[config.mk]
export PLATFORM = sky130hd
export DESIGN_NAME = mdfb_block
export DESIGN_NICKNAME = d
export VERILOG_FILES = /design/src/verilog/mdfb_pkg.sv /design/src/verilog/mdfb_block.sv
export SDC_FILE = /design/constraint.sdc
export NUM_CORES = 1
export LEC_CHECK = 0
export ABC_AREA = 1
export ABC_CLOCK_PERIOD_IN_PS = 5800
export BUFFER_PORTS_ARGS = -buffer_cell sky130_fd_sc_hd__buf_4
export CAP_MARGIN = 5
export CORE_MARGIN = 2
export CORE_UTILIZATION = 40
export CTS_BUF_LIST = sky130_fd_sc_hd__clkbuf_8
export CTS_CLUSTER_SIZE = 16
export DETAILED_ROUTE_END_ITERATION = 10
export MAX_ROUTING_LAYER = met4
export RECOVER_POWER = 25
export SLEW_MARGIN = 15
export SYNTH_ARGS = -nofsm -noshare
export SYNTH_HDL_FRONTEND = slang
export SYNTH_SLANG_ARGS = --single-unit
[constraint.sdc]
create_clock -name clk_sys_i -period 5.8 [get_ports clk_sys_i]
set_clock_uncertainty 0.2 [all_clocks]
set_input_delay 0.29 -clock clk_sys_i [delete_from_list [all_inputs] [get_ports clk_sys_i]]
set_output_delay 0.29 -clock clk_sys_i [all_outputs]
set_load 0.05 [all_outputs]
[src/verilog/mdfb_pkg.sv]
package mdfb_pkg;
   // ------------------------------------------------------------
   // applications
   // ------------------------------------------------------------
   typedef enum logic [1:0] {
      MDFB_APP_CEILING = 2'h0,
      MDFB_APP_PRESENCE = 2'h1,
      MDFB_APP_ALERT = 2'h2,
      MDFB_APP_LIGHT_CTRL = 2'h3
   } mdfb_app_t;

   // ------------------------------------------------------------
   // timing
   // ------------------------------------------------------------
   localparam int MDFB_CLK_HZ = 40000000;
   localparam int MDFB_BASE_DELAY_S = 10;
   localparam longint MDFB_BASE_DELAY_CYC = longint'(MDFB_BASE_DELAY_S) * longint'(MDFB_CLK_HZ);
   localparam int MDFB_TIME_W = 36;
   localparam int MDFB_CNT_W = 8;
   localparam int MDFB_BRIGHT_W = 16;
   localparam logic [7:0] MDFB_ALERT_CNT_DEF = 8'h04;

   // configuration, held stable by the owner
   typedef struct packed {
      mdfb_app_t app;
      logic bright_indep;
      logic [MDFB_BRIGHT_W-1:0] twilight_cfg;
      logic [MDFB_BRIGHT_W-1:0] switch_off;
      logic eval_dly_en;
      logic [MDFB_TIME_W-1:0] eval_dly;
      logic [MDFB_TIME_W-1:0] add_dly;
      logic off_dly_en;
      logic [MDFB_TIME_W-1:0] off_dly;
      logic [MDFB_CNT_W-1:0] alert_cnt;
      logic [MDFB_TIME_W-1:0] monitor;
   } mdfb_cfg_t;

   typedef struct packed {
      logic begin_tg;
      logic end_tg;
      logic presence;
   } mdfb_out_t;
endpackage : mdfb_pkg
[src/verilog/mdfb_block.sv]
// Operation
// - ceiling mode sends begin telegram on motion when brightness below twilight level
// - motion above twilight level sends no switch-on telegram
// - brightness-independent setting switches on for every motion, brightness ignored
// - twilight threshold from config, replaceable by teach capture or bus write
// - ceiling mode ignores brightness after begin telegram until detection ends
// - presence mode keeps evaluating brightness while light is on
// - above switch-off brightness stop motions, end after transmission or switch-off delay
// - end telegram after total delay of 10 s base plus additional delay
// - begin telegram optionally postponed by evaluation delay from detection start
// - light switchable on and off without motion: manual on and off inputs
// - alert mode always brightness-independent, twilight level ignored
// - alert motion recognised after configured impulse count within monitoring period
// - count reached sends begin message and starts transmission delay
// - each impulse during transmission delay restarts it from full value
// - transmission delay expiry without motion sends end message
// - too few impulses send nothing; next impulse after expiry opens new period
// - detection start clears monitoring; resumes on first impulse after delay expiry
// - alert mode standalone, extension inputs and outputs disabled
// - alert mode uses output 1 only, no teach, no evaluation delay
// - light control coupling disables own outputs and twilight evaluation
// - light control coupling only allowed on the first block instance
module mdfb_block #(
   parameter int BLOCK_INDEX = 1,
   parameter longint BASE_DELAY = mdfb_pkg::MDFB_BASE_DELAY_CYC
) (
   input wire logic clk_sys_i,
   input wire logic rst_n_i,
   input wire mdfb_pkg::mdfb_cfg_t cfg_i,
   input wire logic motion_i,
   input wire logic ext_motion_i,
   input wire logic ext_enable_i,
   input wire logic [mdfb_pkg::MDFB_BRIGHT_W-1:0] bright_i,
   input wire logic teach_i,
   input wire logic bus_twl_wr_i,
   input wire logic [mdfb_pkg::MDFB_BRIGHT_W-1:0] bus_twl_i,
   input wire logic manual_on_i,
   input wire logic manual_off_i,
   output mdfb_pkg::mdfb_out_t out1_o,
   output logic out2_en_o,
   output logic active_o
);
   import mdfb_pkg::*;

   typedef enum logic [3:0] {
      S_IDLE = 4'b0001,
      S_EVAL = 4'b0010,
      S_DET = 4'b0100,
      S_HOLD = 4'b1000
   } mdfb_st_t;

   // ------------------------------------------------------------
   // derived modes
   // ------------------------------------------------------------
   logic is_alert;
   logic is_lc;
   logic indep;
   logic motion_any;
   logic [MDFB_TIME_W-1:0] full_dly;
   assign is_lc = (cfg_i.app == MDFB_APP_LIGHT_CTRL) && (BLOCK_INDEX == 1);
   assign is_alert = (cfg_i.app == MDFB_APP_ALERT);
   assign indep = cfg_i.bright_indep || is_alert || is_lc;
   assign motion_any = motion_i || (ext_motion_i && ext_enable_i && !is_alert);
   assign full_dly = MDFB_TIME_W'(BASE_DELAY) + cfg_i.add_dly;
   assign out2_en_o = !is_alert && !is_lc;

   // ------------------------------------------------------------
   // twilight level store
   // ------------------------------------------------------------
   logic [MDFB_BRIGHT_W-1:0] twl;
   logic twl_ovr;
   logic [MDFB_BRIGHT_W-1:0] next_twl;
   logic next_twl_ovr;
   always_comb
   begin
      next_twl = twl;
      next_twl_ovr = twl_ovr;
      if (bus_twl_wr_i)
      begin
         next_twl = bus_twl_i;
         next_twl_ovr = 1'b1;
      end
      else if (teach_i && !is_alert)
      begin
         next_twl = bright_i;
         next_twl_ovr = 1'b1;
      end
   end
   always_ff @(posedge clk_sys_i)
   begin
      if (!rst_n_i)
      begin
         twl <= '0;
         twl_ovr <= 1'b0;
      end
      else
      begin
         twl <= next_twl;
         twl_ovr <= next_twl_ovr;
      end
   end
   logic dark;
   assign dark = bright_i < (twl_ovr ? twl : cfg_i.twilight_cfg);

   // ------------------------------------------------------------
   // detection sequencer
   // ------------------------------------------------------------
   mdfb_st_t st, next_st;
   logic mot_d, next_mot_d;
   logic [MDFB_TIME_W-1:0] tmr, next_tmr;
   logic [MDFB_TIME_W-1:0] mon, next_mon;
   logic [MDFB_CNT_W-1:0] cnt, next_cnt;
   logic bright_off, next_bright_off;
   logic mon_run, next_mon_run;
   mdfb_out_t out_q, next_out;
   logic edge_m;
   logic alert_hit;
   logic go_on;
   assign edge_m = motion_any && !mot_d;
   assign alert_hit = edge_m && (cnt + 1'b1 >= cfg_i.alert_cnt);
   assign go_on = is_alert ? alert_hit : (edge_m && (indep || dark));

   always_comb
   begin
      next_st = st;
      next_mot_d = motion_any;
      next_tmr = tmr;
      next_mon = mon;
      next_cnt = cnt;
      next_bright_off = bright_off;
      next_mon_run = mon_run;
      next_out = '{begin_tg: 1'b0, end_tg: 1'b0, presence: out_q.presence};
      // alert monitoring window
      if (is_alert && st == S_IDLE && edge_m)
      begin
         if (!mon_run)
         begin
            next_mon_run = 1'b1;
            next_mon = cfg_i.monitor;
            next_cnt = MDFB_CNT_W'(1);
         end
         else
         begin
            next_cnt = cnt + 1'b1;
         end
      end
      else if (mon_run)
      begin
         if (mon == '0)
         begin
            next_mon_run = 1'b0;
            next_cnt = '0;
         end
         else
         begin
            next_mon = mon - 1'b1;
         end
      end
      case (st)
         S_IDLE:
         begin
            if (manual_on_i)
            begin
               next_st = S_DET;
               next_mon_run = 1'b0;
               next_cnt = '0;
               next_tmr = full_dly;
               next_out.begin_tg = 1'b1;
               next_out.presence = 1'b1;
            end
            else if (go_on)
            begin
               next_mon_run = 1'b0;
               next_cnt = '0;
               next_bright_off = 1'b0;
               if (cfg_i.eval_dly_en && !is_alert && !is_lc)
               begin
                  next_st = S_EVAL;
                  next_tmr = cfg_i.eval_dly;
               end
               else
               begin
                  next_st = S_DET;
                  next_tmr = full_dly;
                  next_out.begin_tg = 1'b1;
                  next_out.presence = 1'b1;
               end
            end
         end
         S_EVAL:
         begin
            if (tmr == '0)
            begin
               next_st = S_DET;
               next_tmr = full_dly;
               next_out.begin_tg = 1'b1;
               next_out.presence = 1'b1;
            end
            else
            begin
               next_tmr = tmr - 1'b1;
            end
         end
         S_DET:
         begin
            if (manual_off_i)
            begin
               next_st = S_IDLE;
               next_out.end_tg = 1'b1;
               next_out.presence = 1'b0;
            end
            else if (cfg_i.app == MDFB_APP_PRESENCE && !indep && bright_i > cfg_i.switch_off)
            begin
               next_st = S_HOLD;
               next_bright_off = 1'b1;
               next_tmr = cfg_i.off_dly_en ? cfg_i.off_dly : full_dly;
            end
            else if (edge_m || motion_any)
            begin
               next_tmr = full_dly;
            end
            else if (tmr == '0)
            begin
               next_st = S_IDLE;
               next_out.end_tg = 1'b1;
               next_out.presence = 1'b0;
            end
            else
            begin
               next_tmr = tmr - 1'b1;
            end
         end
         S_HOLD:
         begin
            // motions are no longer evaluated here
            if (tmr == '0 || manual_off_i)
            begin
               next_st = S_IDLE;
               next_bright_off = 1'b0;
               next_out.end_tg = 1'b1;
               next_out.presence = 1'b0;
            end
            else
            begin
               next_tmr = tmr - 1'b1;
            end
         end
         default:
         begin
            next_st = S_IDLE;
         end
      endcase
      if (is_lc)
      begin
         next_out.begin_tg = 1'b0;
         next_out.end_tg = 1'b0;
      end
   end

   always_ff @(posedge clk_sys_i)
   begin
      if (!rst_n_i)
      begin
         st <= S_IDLE;
         mot_d <= 1'b0;
         tmr <= '0;
         mon <= '0;
         cnt <= '0;
         bright_off <= 1'b0;
         mon_run <= 1'b0;
         out_q <= '0;
      end
      else
      begin
         st <= next_st;
         mot_d <= next_mot_d;
         tmr <= next_tmr;
         mon <= next_mon;
         cnt <= next_cnt;
         bright_off <= next_bright_off;
         mon_run <= next_mon_run;
         out_q <= next_out;
      end
   end

   assign out1_o = out_q;
   assign active_o = (st != S_IDLE);
endmodule : mdfb_block

==> impl_metrics.ini, run 1 <==
[clock_network]
clock_sinks = 106
cts_buffers = 9
cts_max_level = 3
path_clk_slew_ns = 0.12
root_buffer = clkbuf_8
cts_tree = built
cts_setup_buffers = 0
clk_latency_ns = 0.41
clock_path_buffers = 2

[critical_path]
end_kind = register
criticalPathCategory = input port to register
r2r_slack_ns = 1.60
reg2reg_to = tmr[20]$_SDFFE_PN0P_
startpoint = cfg_i[187]
cp.arrival_ns = 4.92
start_kind = input port
rr_startpoint = twl_ovr$_SDFFE_PN0P_
crit_fanout = 54
ff2ff_path_depth = 16
required_ns = 5.93

[cells_and_area]
final_nets = 2549
layout-drive-gt1-share_pct = 12.5
final_cells = 2658
fin_area_um2 = 13800
area_delta_synth_final_pct = 22.3
insertedDiodeCount = 0

[die]
rows = 61
ios = 235
die_area_um2 = 29600
fp.dieH_um = 172
core_area_um2 = 27800
die_w_um = 172
start_util_pct = 40.6

[logic_synthesis]
synth_seq_area_share_pct = 18.8
synth.area.top_cells = nand2_1 19%, dfxtp_1 19%, nor2_1 11%
ys.warnings.count = 0
ys_ff_latch = 106
synth_edf_count = 0
synth_top_area_share_pct = 19.2
yosysTopAreaCell = nand2_1
mappedNetlistNets = 2343
avgSynthCellArea_um2 = 5.45
synth-async-reset-ratio_pct = 0
yosysUniqueCellTypes = 43
synthFlopType = dfxtp_1
synth_cells = 2069
syn_area_um2 = 11300

[min_path]
worstHoldStart = bus_twl_i[10]
worstHoldPathCells = 3
hp-class = input port to register
min_to = twl[10]$_SDFFE_PN0P_

[power_and_ir_drop]
p_per_area_nw_per_um2 = 325
power_frac_seq_pct = 24.5
clkPwrFrac_pct = 11.6
total_leakage_power_nw = 6.98
ir_drop_mv = 0.235
p_comb_share_pct = 63.9
power_mw = 4.48
power.internal_mw = 2.07
switching_share_pct = 53.9
power.net_switching_mw = 2.41

[timing]
drv_slew = 36
tns_ns = 0
finalCriticalPeriod_ns = 4.78
finalHoldViolCount = 0
fmax_ghz = 0.209
hold_slack_ns = 0.00977
rsz0062_at_grt = no
setup_viol = 0
post-route-period-util_pct = 82.5
tightest_slew_ns = 1.55
relSlewSlack_pct = -3.78

[global_routing]
grt_use_total_pct = 30.4
grt_max_degree = 89
grt_first_pass_wirelength_mm = 68.0
overflow = 0
antenna_found_initial = 0
grt_pass1_vias = 13000

[status]
violations = capacitance limit, slew limit
status = complete, but fails checks

[detailed_routing]
viasPerCell = 5.21
drtIter0Drc = 1048
drc = 0
drtPass1Iterations = 7
num_vias = 13900
drt-total-wl_mm = 44.1
ant_nets = 0
routedWlPerCell_um = 16.6

[placed_design]
dpl_cell_area_um2 = 13200
io_buffers = 234
globalplace.congestion = 0.925
hpwlAfterDp_mm = 34.1
place_inst = 2603

[run]
drv_cap = 1
## metrics by stage
stage          worst slack, ns  util (%)
6_report                  1.02      49.7
5_1_grt                  0.698      49.7
4_1_cts                   1.60      49.8
3_3_place_gp              1.72      47.6
3_5_place_dp              1.64      47.6
2_1_floorplan             2.89         -
## synthesized netlist by cell type, types with 4 or more instances
master / number
a211oi_1: 4
a21oi_1: 130
a22oi_1: 13
a31oi_1: 22
and2_1: 7
buf_1: 7
buf_2: 17
clkbuf_1: 63
clkinv_1: 4
dfxtp_1: 106
ha_1: 44
inv_1: 203
inv_2: 10
mux2i_1: 23
nand2_1: 577
nand2_2: 4
nand3_1: 238
nand3b_1: 11
nand4_1: 15
nor2_1: 336
nor2_2: 6
nor3_1: 19
o211ai_1: 4
o21ai_0: 115
o21ai_1: 26
xnor2_1: 5
xor2_1: 34
## power groups by stage
stage	Combinational [mW]	Clock (mW)	Sequential (mW)
detailed placement	2.83	0	1.10
global placement	2.80	0	1.11
global route	3.24	0.558	1.12
CTS	2.86	0.537	1.09
floorplan	2.09	0	1.06
finish	2.86	0.522	1.10
## worst max path at each step
stage / endpoint / slack, ns / cells past startpoint
global route: mon[30]$_SDFFE_PN0P_ / 0.70 / 15
global placement: tmr[22]$_SDFFE_PN0P_ / 1.72 / 15
floorplan: tmr[13]$_SDFFE_PN0P_ / 2.89 / 18
detailed placement: tmr[29]$_SDFFE_PN0P_ / 1.64 / 15
finish: mon[29]$_SDFFE_PN0P_ / 1.02 / 15
CTS: tmr[20]$_SDFFE_PN0P_ / 1.60 / 16
## routing by layer
metal	part of all wire, %	vias up	wire, µm	track usage [%]
met5	0	-	0	-
met4	4.7	0	2100	13.6
met3	4.7	95	2060	3.09
met2	49	428	21800	53.8
met1	41	6220	18200	34.8
li1	-	7108	-	-
## cells by family after synthesis
logic type	share of synthesized area (%)
and+or+nand+nor	45.2
AOI/OAI and AO/OA	15.4
buffers and inverters	10.7
DFF	18.8
adders and majority gates	4.88
xor gates and xnor gates	3.03
muxes	2.04
## layout by cell type, fill, tap and decap left out, types with 39 or more instances in the layout
cell,n
buf_4,241
a21oi_1,130
o21ai_0,115
nand2_1,578
dfxtp_1,106
nor2_1,337
dlygate4sd3_1,39
nand3_1,239
ha_1,44
inv_1,205
## repair_timing
item / in CTS / in global routing
resized for setup: 0 / 0
hold endpoints to repair: 39 / 0
hold buffers: 39 / 0
## sequential cells by signal, summed over array words and instances (netlist names)
| name | count |
|---|---|
| mon | 36 |
| tmr | 36 |
| twl | 16 |
| cnt | 8 |
| st | 4 |
| out1_o | 3 |
| mon_run | 1 |
| mot_d | 1 |
| twl_ovr | 1 |
## critical path, cell delays in order
cell and delay (ns):
buf_4 0.11, inv_2 0.06, nand2_4 0.08, nand3_2 0.06, nand2_1 0.87, inv_1 0.34, buf_4 0.47, nor4_4 0.06
inv_1 0.95, nor2_1 0.45, inv_2 0.19, nand2_4 0.16, inv_4 0.45, o21ai_1 0.12, a31oi_1 0.18
## area by class of cell
| type | instances | area, µm² |
|---|---|---|
| Inverter | 218 | 821 |
| Fill cell | 3068 | 14000 |
| Tap cell | 378 | 473 |
| Sequential cell | 106 | 2120 |
| Clock buffer | 9 | 124 |
| Timing Repair Buffer | 285 | 2220 |
| Clock inverter | 7 | 88.8 |
| Multi-Input combinational cell | 1655 | 7950 |
No activity file was read; power rests on OpenSTA's default activity.
==> inputs of run 2 (changes only) <==
--- a/config.mk
+++ b/config.mk
@@ -6,7 +6,7 @@
 export NUM_CORES = 1
 export LEC_CHECK = 0
 export ABC_AREA = 1
-export ABC_CLOCK_PERIOD_IN_PS = 5800
+export ABC_CLOCK_PERIOD_IN_PS = 4970
 export BUFFER_PORTS_ARGS = -buffer_cell sky130_fd_sc_hd__buf_4
 export CAP_MARGIN = 5
 export CORE_MARGIN = 2
==> constraint.sdc (replaced) <==
create_clock -name clk_sys_i -period 4.97 [get_ports clk_sys_i]
set_clock_uncertainty 0.2 [all_clocks]
set_input_delay 0.2485 -clock clk_sys_i [delete_from_list [all_inputs] [get_ports clk_sys_i]]
set_output_delay 0.2485 -clock clk_sys_i [all_outputs]
set_load 0.05 [all_outputs]
==> run 2 against run 1 <==
Against the previous run: the run now ends clean; flip-flop and latch count is the same; sequential power grew 16%; cell count grew 0.38%; highest routed layer unchanged.
==> impl_metrics.ini, run 2 (synthesis gave the netlist of run 1 again) <==
[status]
status = complete, no violations

[critical_path]
cp.arrival_ns = 4.13
start_kind = input port
cp_top_family = simple AND/OR/NAND/NOR gates
crit_fanout = 54
path_buf_inv = 5
slowest_stage = nand2_1
end_kind = register
path_cells = buf_4, nand2_4, nand3_2, nand2_1, inv_1, nor4_4, inv_2, nor2_1, inv_2, nand2_1, inv_4, o21ai_0, a31oi_1
critical_path.max_stage_delay_ns = 0.92
criticalPathCategory = input port to register
required_ns = 5.06

[clock_network]
cts_buffers = 9
cts_resized = 0
clock_path_buffers = 2
cts_tree = built
path_clk_slew_ns = 0.13
cts_max_level = 3
hold_buffers = 45
root_buffer = clkbuf_8
clk_latency_ns = 0.42
cts_setup_buffers = 0
clock_sinks = 106

[die]
core_area_um2 = 27800
die_area_um2 = 29600
die_w_um = 172
start_util_pct = 40.6
ios = 235
fp.dieH_um = 172
rows = 61

[timing]
tns_ns = 0
setup_viol = 0
fmax_ghz = 0.247
finalHoldViolCount = 0
drv_slew = 0
post-route-period-util_pct = 81.3
tightest_slew_ns = 1.46
finalCriticalPeriod_ns = 4.04
relSlewSlack_pct = 2.51
rsz0062_at_grt = no

[detailed_routing]
routedWlPerCell_um = 16.7
drtPass1Iterations = 5
num_vias = 13900
ant_nets = 0
drc = 0
drtIter0Drc = 912
viasPerCell = 5.20
drt-total-wl_mm = 44.6

[cells_and_area]
n_fill_cell = 3098
area_delta_synth_final_pct = 23.0
final_nets = 2559
final_common_cell = nand2_1
insertedDiodeCount = 0
reg_top3 = mon: 36 flops, tmr: 36 flops, twl: 16 flops
layout-drive-gt1-share_pct = 12.5
seq_area_um2 = 2120
multiInputGateArea_um2 = 7940
mostFrequentLayoutCells = 579 x nand2_1, 337 x nor2_1, 245 x buf_4
final_cells = 2668

[placed_design]
place_inst = 2607
hpwlAfterDp_mm = 35.0
globalplace.congestion = 0.951
io_buffers = 234

[min_path]
hp-class = input port to register

[global_routing]
grt_pass1_vias = 13200
overflow = 0
grt_max_degree = 55
grt_first_pass_wirelength_mm = 69.1
grt_use_total_pct = 30.9
antenna_found_initial = 0

[run]
drv_cap = 0

[power_and_ir_drop]
power_mw = 5.25
ir_drop_mv = 0.278
total_leakage_power_nw = 7.02
p_per_area_nw_per_um2 = 379
==> run 2: worst paths after layout <==
kind                       startpoint                    to  slack, ns  depth (start not counted)
hold reg to reg   tmr[1]$_SDFFE_PN0P_   tmr[1]$_SDFFE_PN0P_       0.30                          2
setup reg to reg    cnt[2]$_SDFF_PN0_  tmr[14]$_SDFFE_PN0P_       1.18                         19
hold / removal              cfg_i[31]  mon[31]$_SDFFE_PN0P_       0.03                          5
setup / recovery           cfg_i[188]   mon[5]$_SDFFE_PN0P_       0.93                         13
==> run 2: per-stage QoR <==
stage               instance area (µm²)  hold WS, ns  util, %  setup WS [ns]
finish                            13900       0.0305     49.9          0.928
global route                      13900       0.0591     49.9          0.500
CTS                               13900      0.00880     50.1           1.17
detailed placement                13300        0.270     47.7           1.19
global placement                  13300        0.269     47.7           1.28
floorplan                         11300        0.210        -           2.06
==> run 2: worst min-delay path, stage by stage <==
cell and delay [ns]:
buf_4 0.09, nand2_1 0.05, o21ai_0 0.06, o21ai_0 0.07
a21oi_1 0.10
==> run 2: layout make-up <==
type	instances	share of cell area, %
timing repair buffer	295	16.6
clock inverter	7	0.604
inverter	218	5.92
tap	378	3.41
multi-input combinational	1655	57.2
sequential	106	15.3
clock buffer	9	0.893
==> run 2: power breakdown <==
| group | total [mW] | leakage [nW] | switching, mW | internal [mW] |
|---|---|---|---|---|
| combinational | 3.36 | 6.04 | 2.20 | 1.16 |
| sequential | 1.28 | 0.872 | 0.228 | 1.05 |
| clock | 0.615 | 0.108 | 0.370 | 0.245 |
==> run 2: metal layers <==
layer | GRT usage [%] | part of all wire, % | routed length, µm | up-vias
met3 | 3.69 | 4.6 | 2050 | 105
met2 | 54.8 | 49 | 22000 | 428
met5 | - | 0 | 0 | -
met1 | 34.3 | 41 | 18100 | 6210
met4 | 15.5 | 5.5 | 2440 | 0
li1 | - | - | - | 7139
==> inputs of run 3 (changes only) <==
--- a/config.mk
+++ b/config.mk
@@ -6,7 +6,7 @@
 export NUM_CORES = 1
 export LEC_CHECK = 0
 export ABC_AREA = 1
-export ABC_CLOCK_PERIOD_IN_PS = 4970
+export ABC_CLOCK_PERIOD_IN_PS = 3300
 export BUFFER_PORTS_ARGS = -buffer_cell sky130_fd_sc_hd__buf_4
 export CAP_MARGIN = 5
 export CORE_MARGIN = 2
==> constraint.sdc (replaced) <==
create_clock -name clk_sys_i -period 3.3 [get_ports clk_sys_i]
set_clock_uncertainty 0.2 [all_clocks]
set_input_delay 0.165 -clock clk_sys_i [delete_from_list [all_inputs] [get_ports clk_sys_i]]
set_output_delay 0.165 -clock clk_sys_i [all_outputs]
set_load 0.05 [all_outputs]
==> run 3 against run 2 <==
Against the previous run: the flow now finishes with violations (capacitance limit); flip-flop and latch count did not move; global-route usage rose by 0.36 points; register-to-register slack got worse by 0.86 ns; worst hold slack got worse by 0.0076 ns; sequential power rose by 50%; power rose by 56%; core utilization rose by 2.1 points; non-clock buffer count rose by 45; via count rose by 2.1%.
==> impl_metrics.ini, run 3 (synthesis gave the netlist of run 1 again) <==
[status]
status = complete, but fails checks
violations = capacitance limit

[clock_network]
path_clk_slew_ns = 0.13
clock_sinks = 106
cts_max_level = 3
clk_latency_ns = 0.42
clock_path_buffers = 2
root_buffer = clkbuf_8
cts_buffers = 9
cts_tree = built

[cells_and_area]
insertedDiodeCount = 0
area_delta_synth_final_pct = 28.0
mostFrequentLayoutCells = 574 x nand2_1, 337 x nor2_1, 252 x buf_4
reg_top3 = mon: 36 flops, tmr: 36 flops, twl: 16 flops
final_common_cell = nand2_1
final_nets = 2604
layout-drive-gt1-share_pct = 13.5

[die]
start_util_pct = 40.6
rows = 61
fp.dieH_um = 172
core_area_um2 = 27800
ios = 235
die_w_um = 172
die_area_um2 = 29600

[placed_design]
hpwlAfterDp_mm = 34.7
globalplace.congestion = 0.951
io_buffers = 234

[detailed_routing]
drt-total-wl_mm = 45.4
drtPass1Iterations = 7
routedWlPerCell_um = 16.7
drtIter0Drc = 746
num_vias = 14200
viasPerCell = 5.22
ant_nets = 0
drc = 0

[timing]
hold_slack_ns = 0.0229
setup_viol = 0
finalHoldViolCount = 0
drv_slew = 0
finalCriticalPeriod_ns = 2.98
post-route-period-util_pct = 90.3
relSlewSlack_pct = 0.197
fmax_ghz = 0.336
tightest_slew_ns = 1.50

[power_and_ir_drop]
p_per_area_nw_per_um2 = 567
switching_share_pct = 52.9
clkPwrFrac_pct = 11.0
power.net_switching_mw = 4.33
power.internal_mw = 3.86
total_leakage_power_nw = 7.28
power_frac_seq_pct = 23.4
p_comb_share_pct = 65.6
power_mw = 8.19
ir_drop_mv = 0.377

[critical_path]
start_kind = register
required_ns = 3.42
r2r_slack_ns = 0.32
criticalPathCategory = register to register
cp.arrival_ns = 3.10
crit_fanout = 12
end_kind = register

[global_routing]
antenna_found_initial = 0
grt_max_degree = 55
grt_pass1_vias = 13400
grt_use_total_pct = 31.3
overflow = 0
grt_first_pass_wirelength_mm = 70.2

[run]
drv_cap = 1

[min_path]
hp-class = input port to register
==> run 3: repair_timing <==
item / CTS / global route
hold endpoints to repair: 59 / 0
hold buffers: 73 / 0
resized for setup: 1 / 12
setup buffers: 0 / 0
gates cloned: 0 / 2
endpoints found under the setup margin: 9 / 50
==> run 3: stage by stage <==
stage                     utilization, %  setup slack (ns)  instances  TNS (ns)  cell area (µm²)
after global placement              48.4             0.117       2622         0            13400
after floorplan                        -             0.386       2069         0            11300
after global routing                52.0           -0.0156       2713   -0.0171            14400
after detailed placement            48.4           0.00338       2622         0            13400
after CTS                           51.8            0.0296       2711         0            14400
final                               52.0             0.321       2713         0            14400
==> run 3: final cells by class <==
type                            count  area, µm²
Clock buffer                       10        138
Clock inverter                      6       68.8
Fill cell                        3022      13300
Inverter                          218        821
Multi-Input combinational cell   1655       8000
Sequential cell                   106       2120
Tap cell                          378        473
Timing Repair Buffer              340       2820
==> run 3: final timing paths <==
check,to,start,depth (start not counted)
worst min-delay path,tmr[1]$_SDFFE_PN0P_,cfg_i[118],7
worst max register to register,tmr[28]$_SDFFE_PN0P_,tmr[8]$_SDFFE_PN0P_,14
worst min register to register,out1_o[0]$_SDFFE_PN0P_,out1_o[0]$_SDFFE_PN0P_,2
worst max-delay path,tmr[28]$_SDFFE_PN0P_,tmr[8]$_SDFFE_PN0P_,14
==> run 3: power by group through the flow <==
stage          clock, mW  combinational [mW]  sequential (mW)
2_1_floorplan          0                3.67             1.86
6_report           0.898                5.38             1.92
5_1_grt            0.962                6.06             1.96
4_1_cts            0.918                5.24             1.91
3_3_place_gp           0                5.07             1.94
3_5_place_dp           0                5.14             1.93
==> run 3: routing by layer <==
metal / vias to the layer above / track usage (%) / wire length [µm]
met3: 117 / 4.60 / 2570
met4: 0 / 15.5 / 2470
met5: - / - / 0
met1: 6376 / 34.7 / 18300
met2: 459 / 54.9 / 22100
li1: 7216 / - / -
==> run 3: critical path, stage by stage (launching register included) <==
cell and delay (ns):
dfxtp_1 0.38, nor2_1 0.27, nand2_1 0.12, nor2_1 0.30, inv_2 0.05, nor2_1 0.20
nand2_2 0.14, nand2_2 0.12, nand2_2 0.24, inv_2 0.31, o21ai_1 0.09, inv_1 0.07
nand3_1 0.19, nor2_1 0.15, nor2_1 0.05
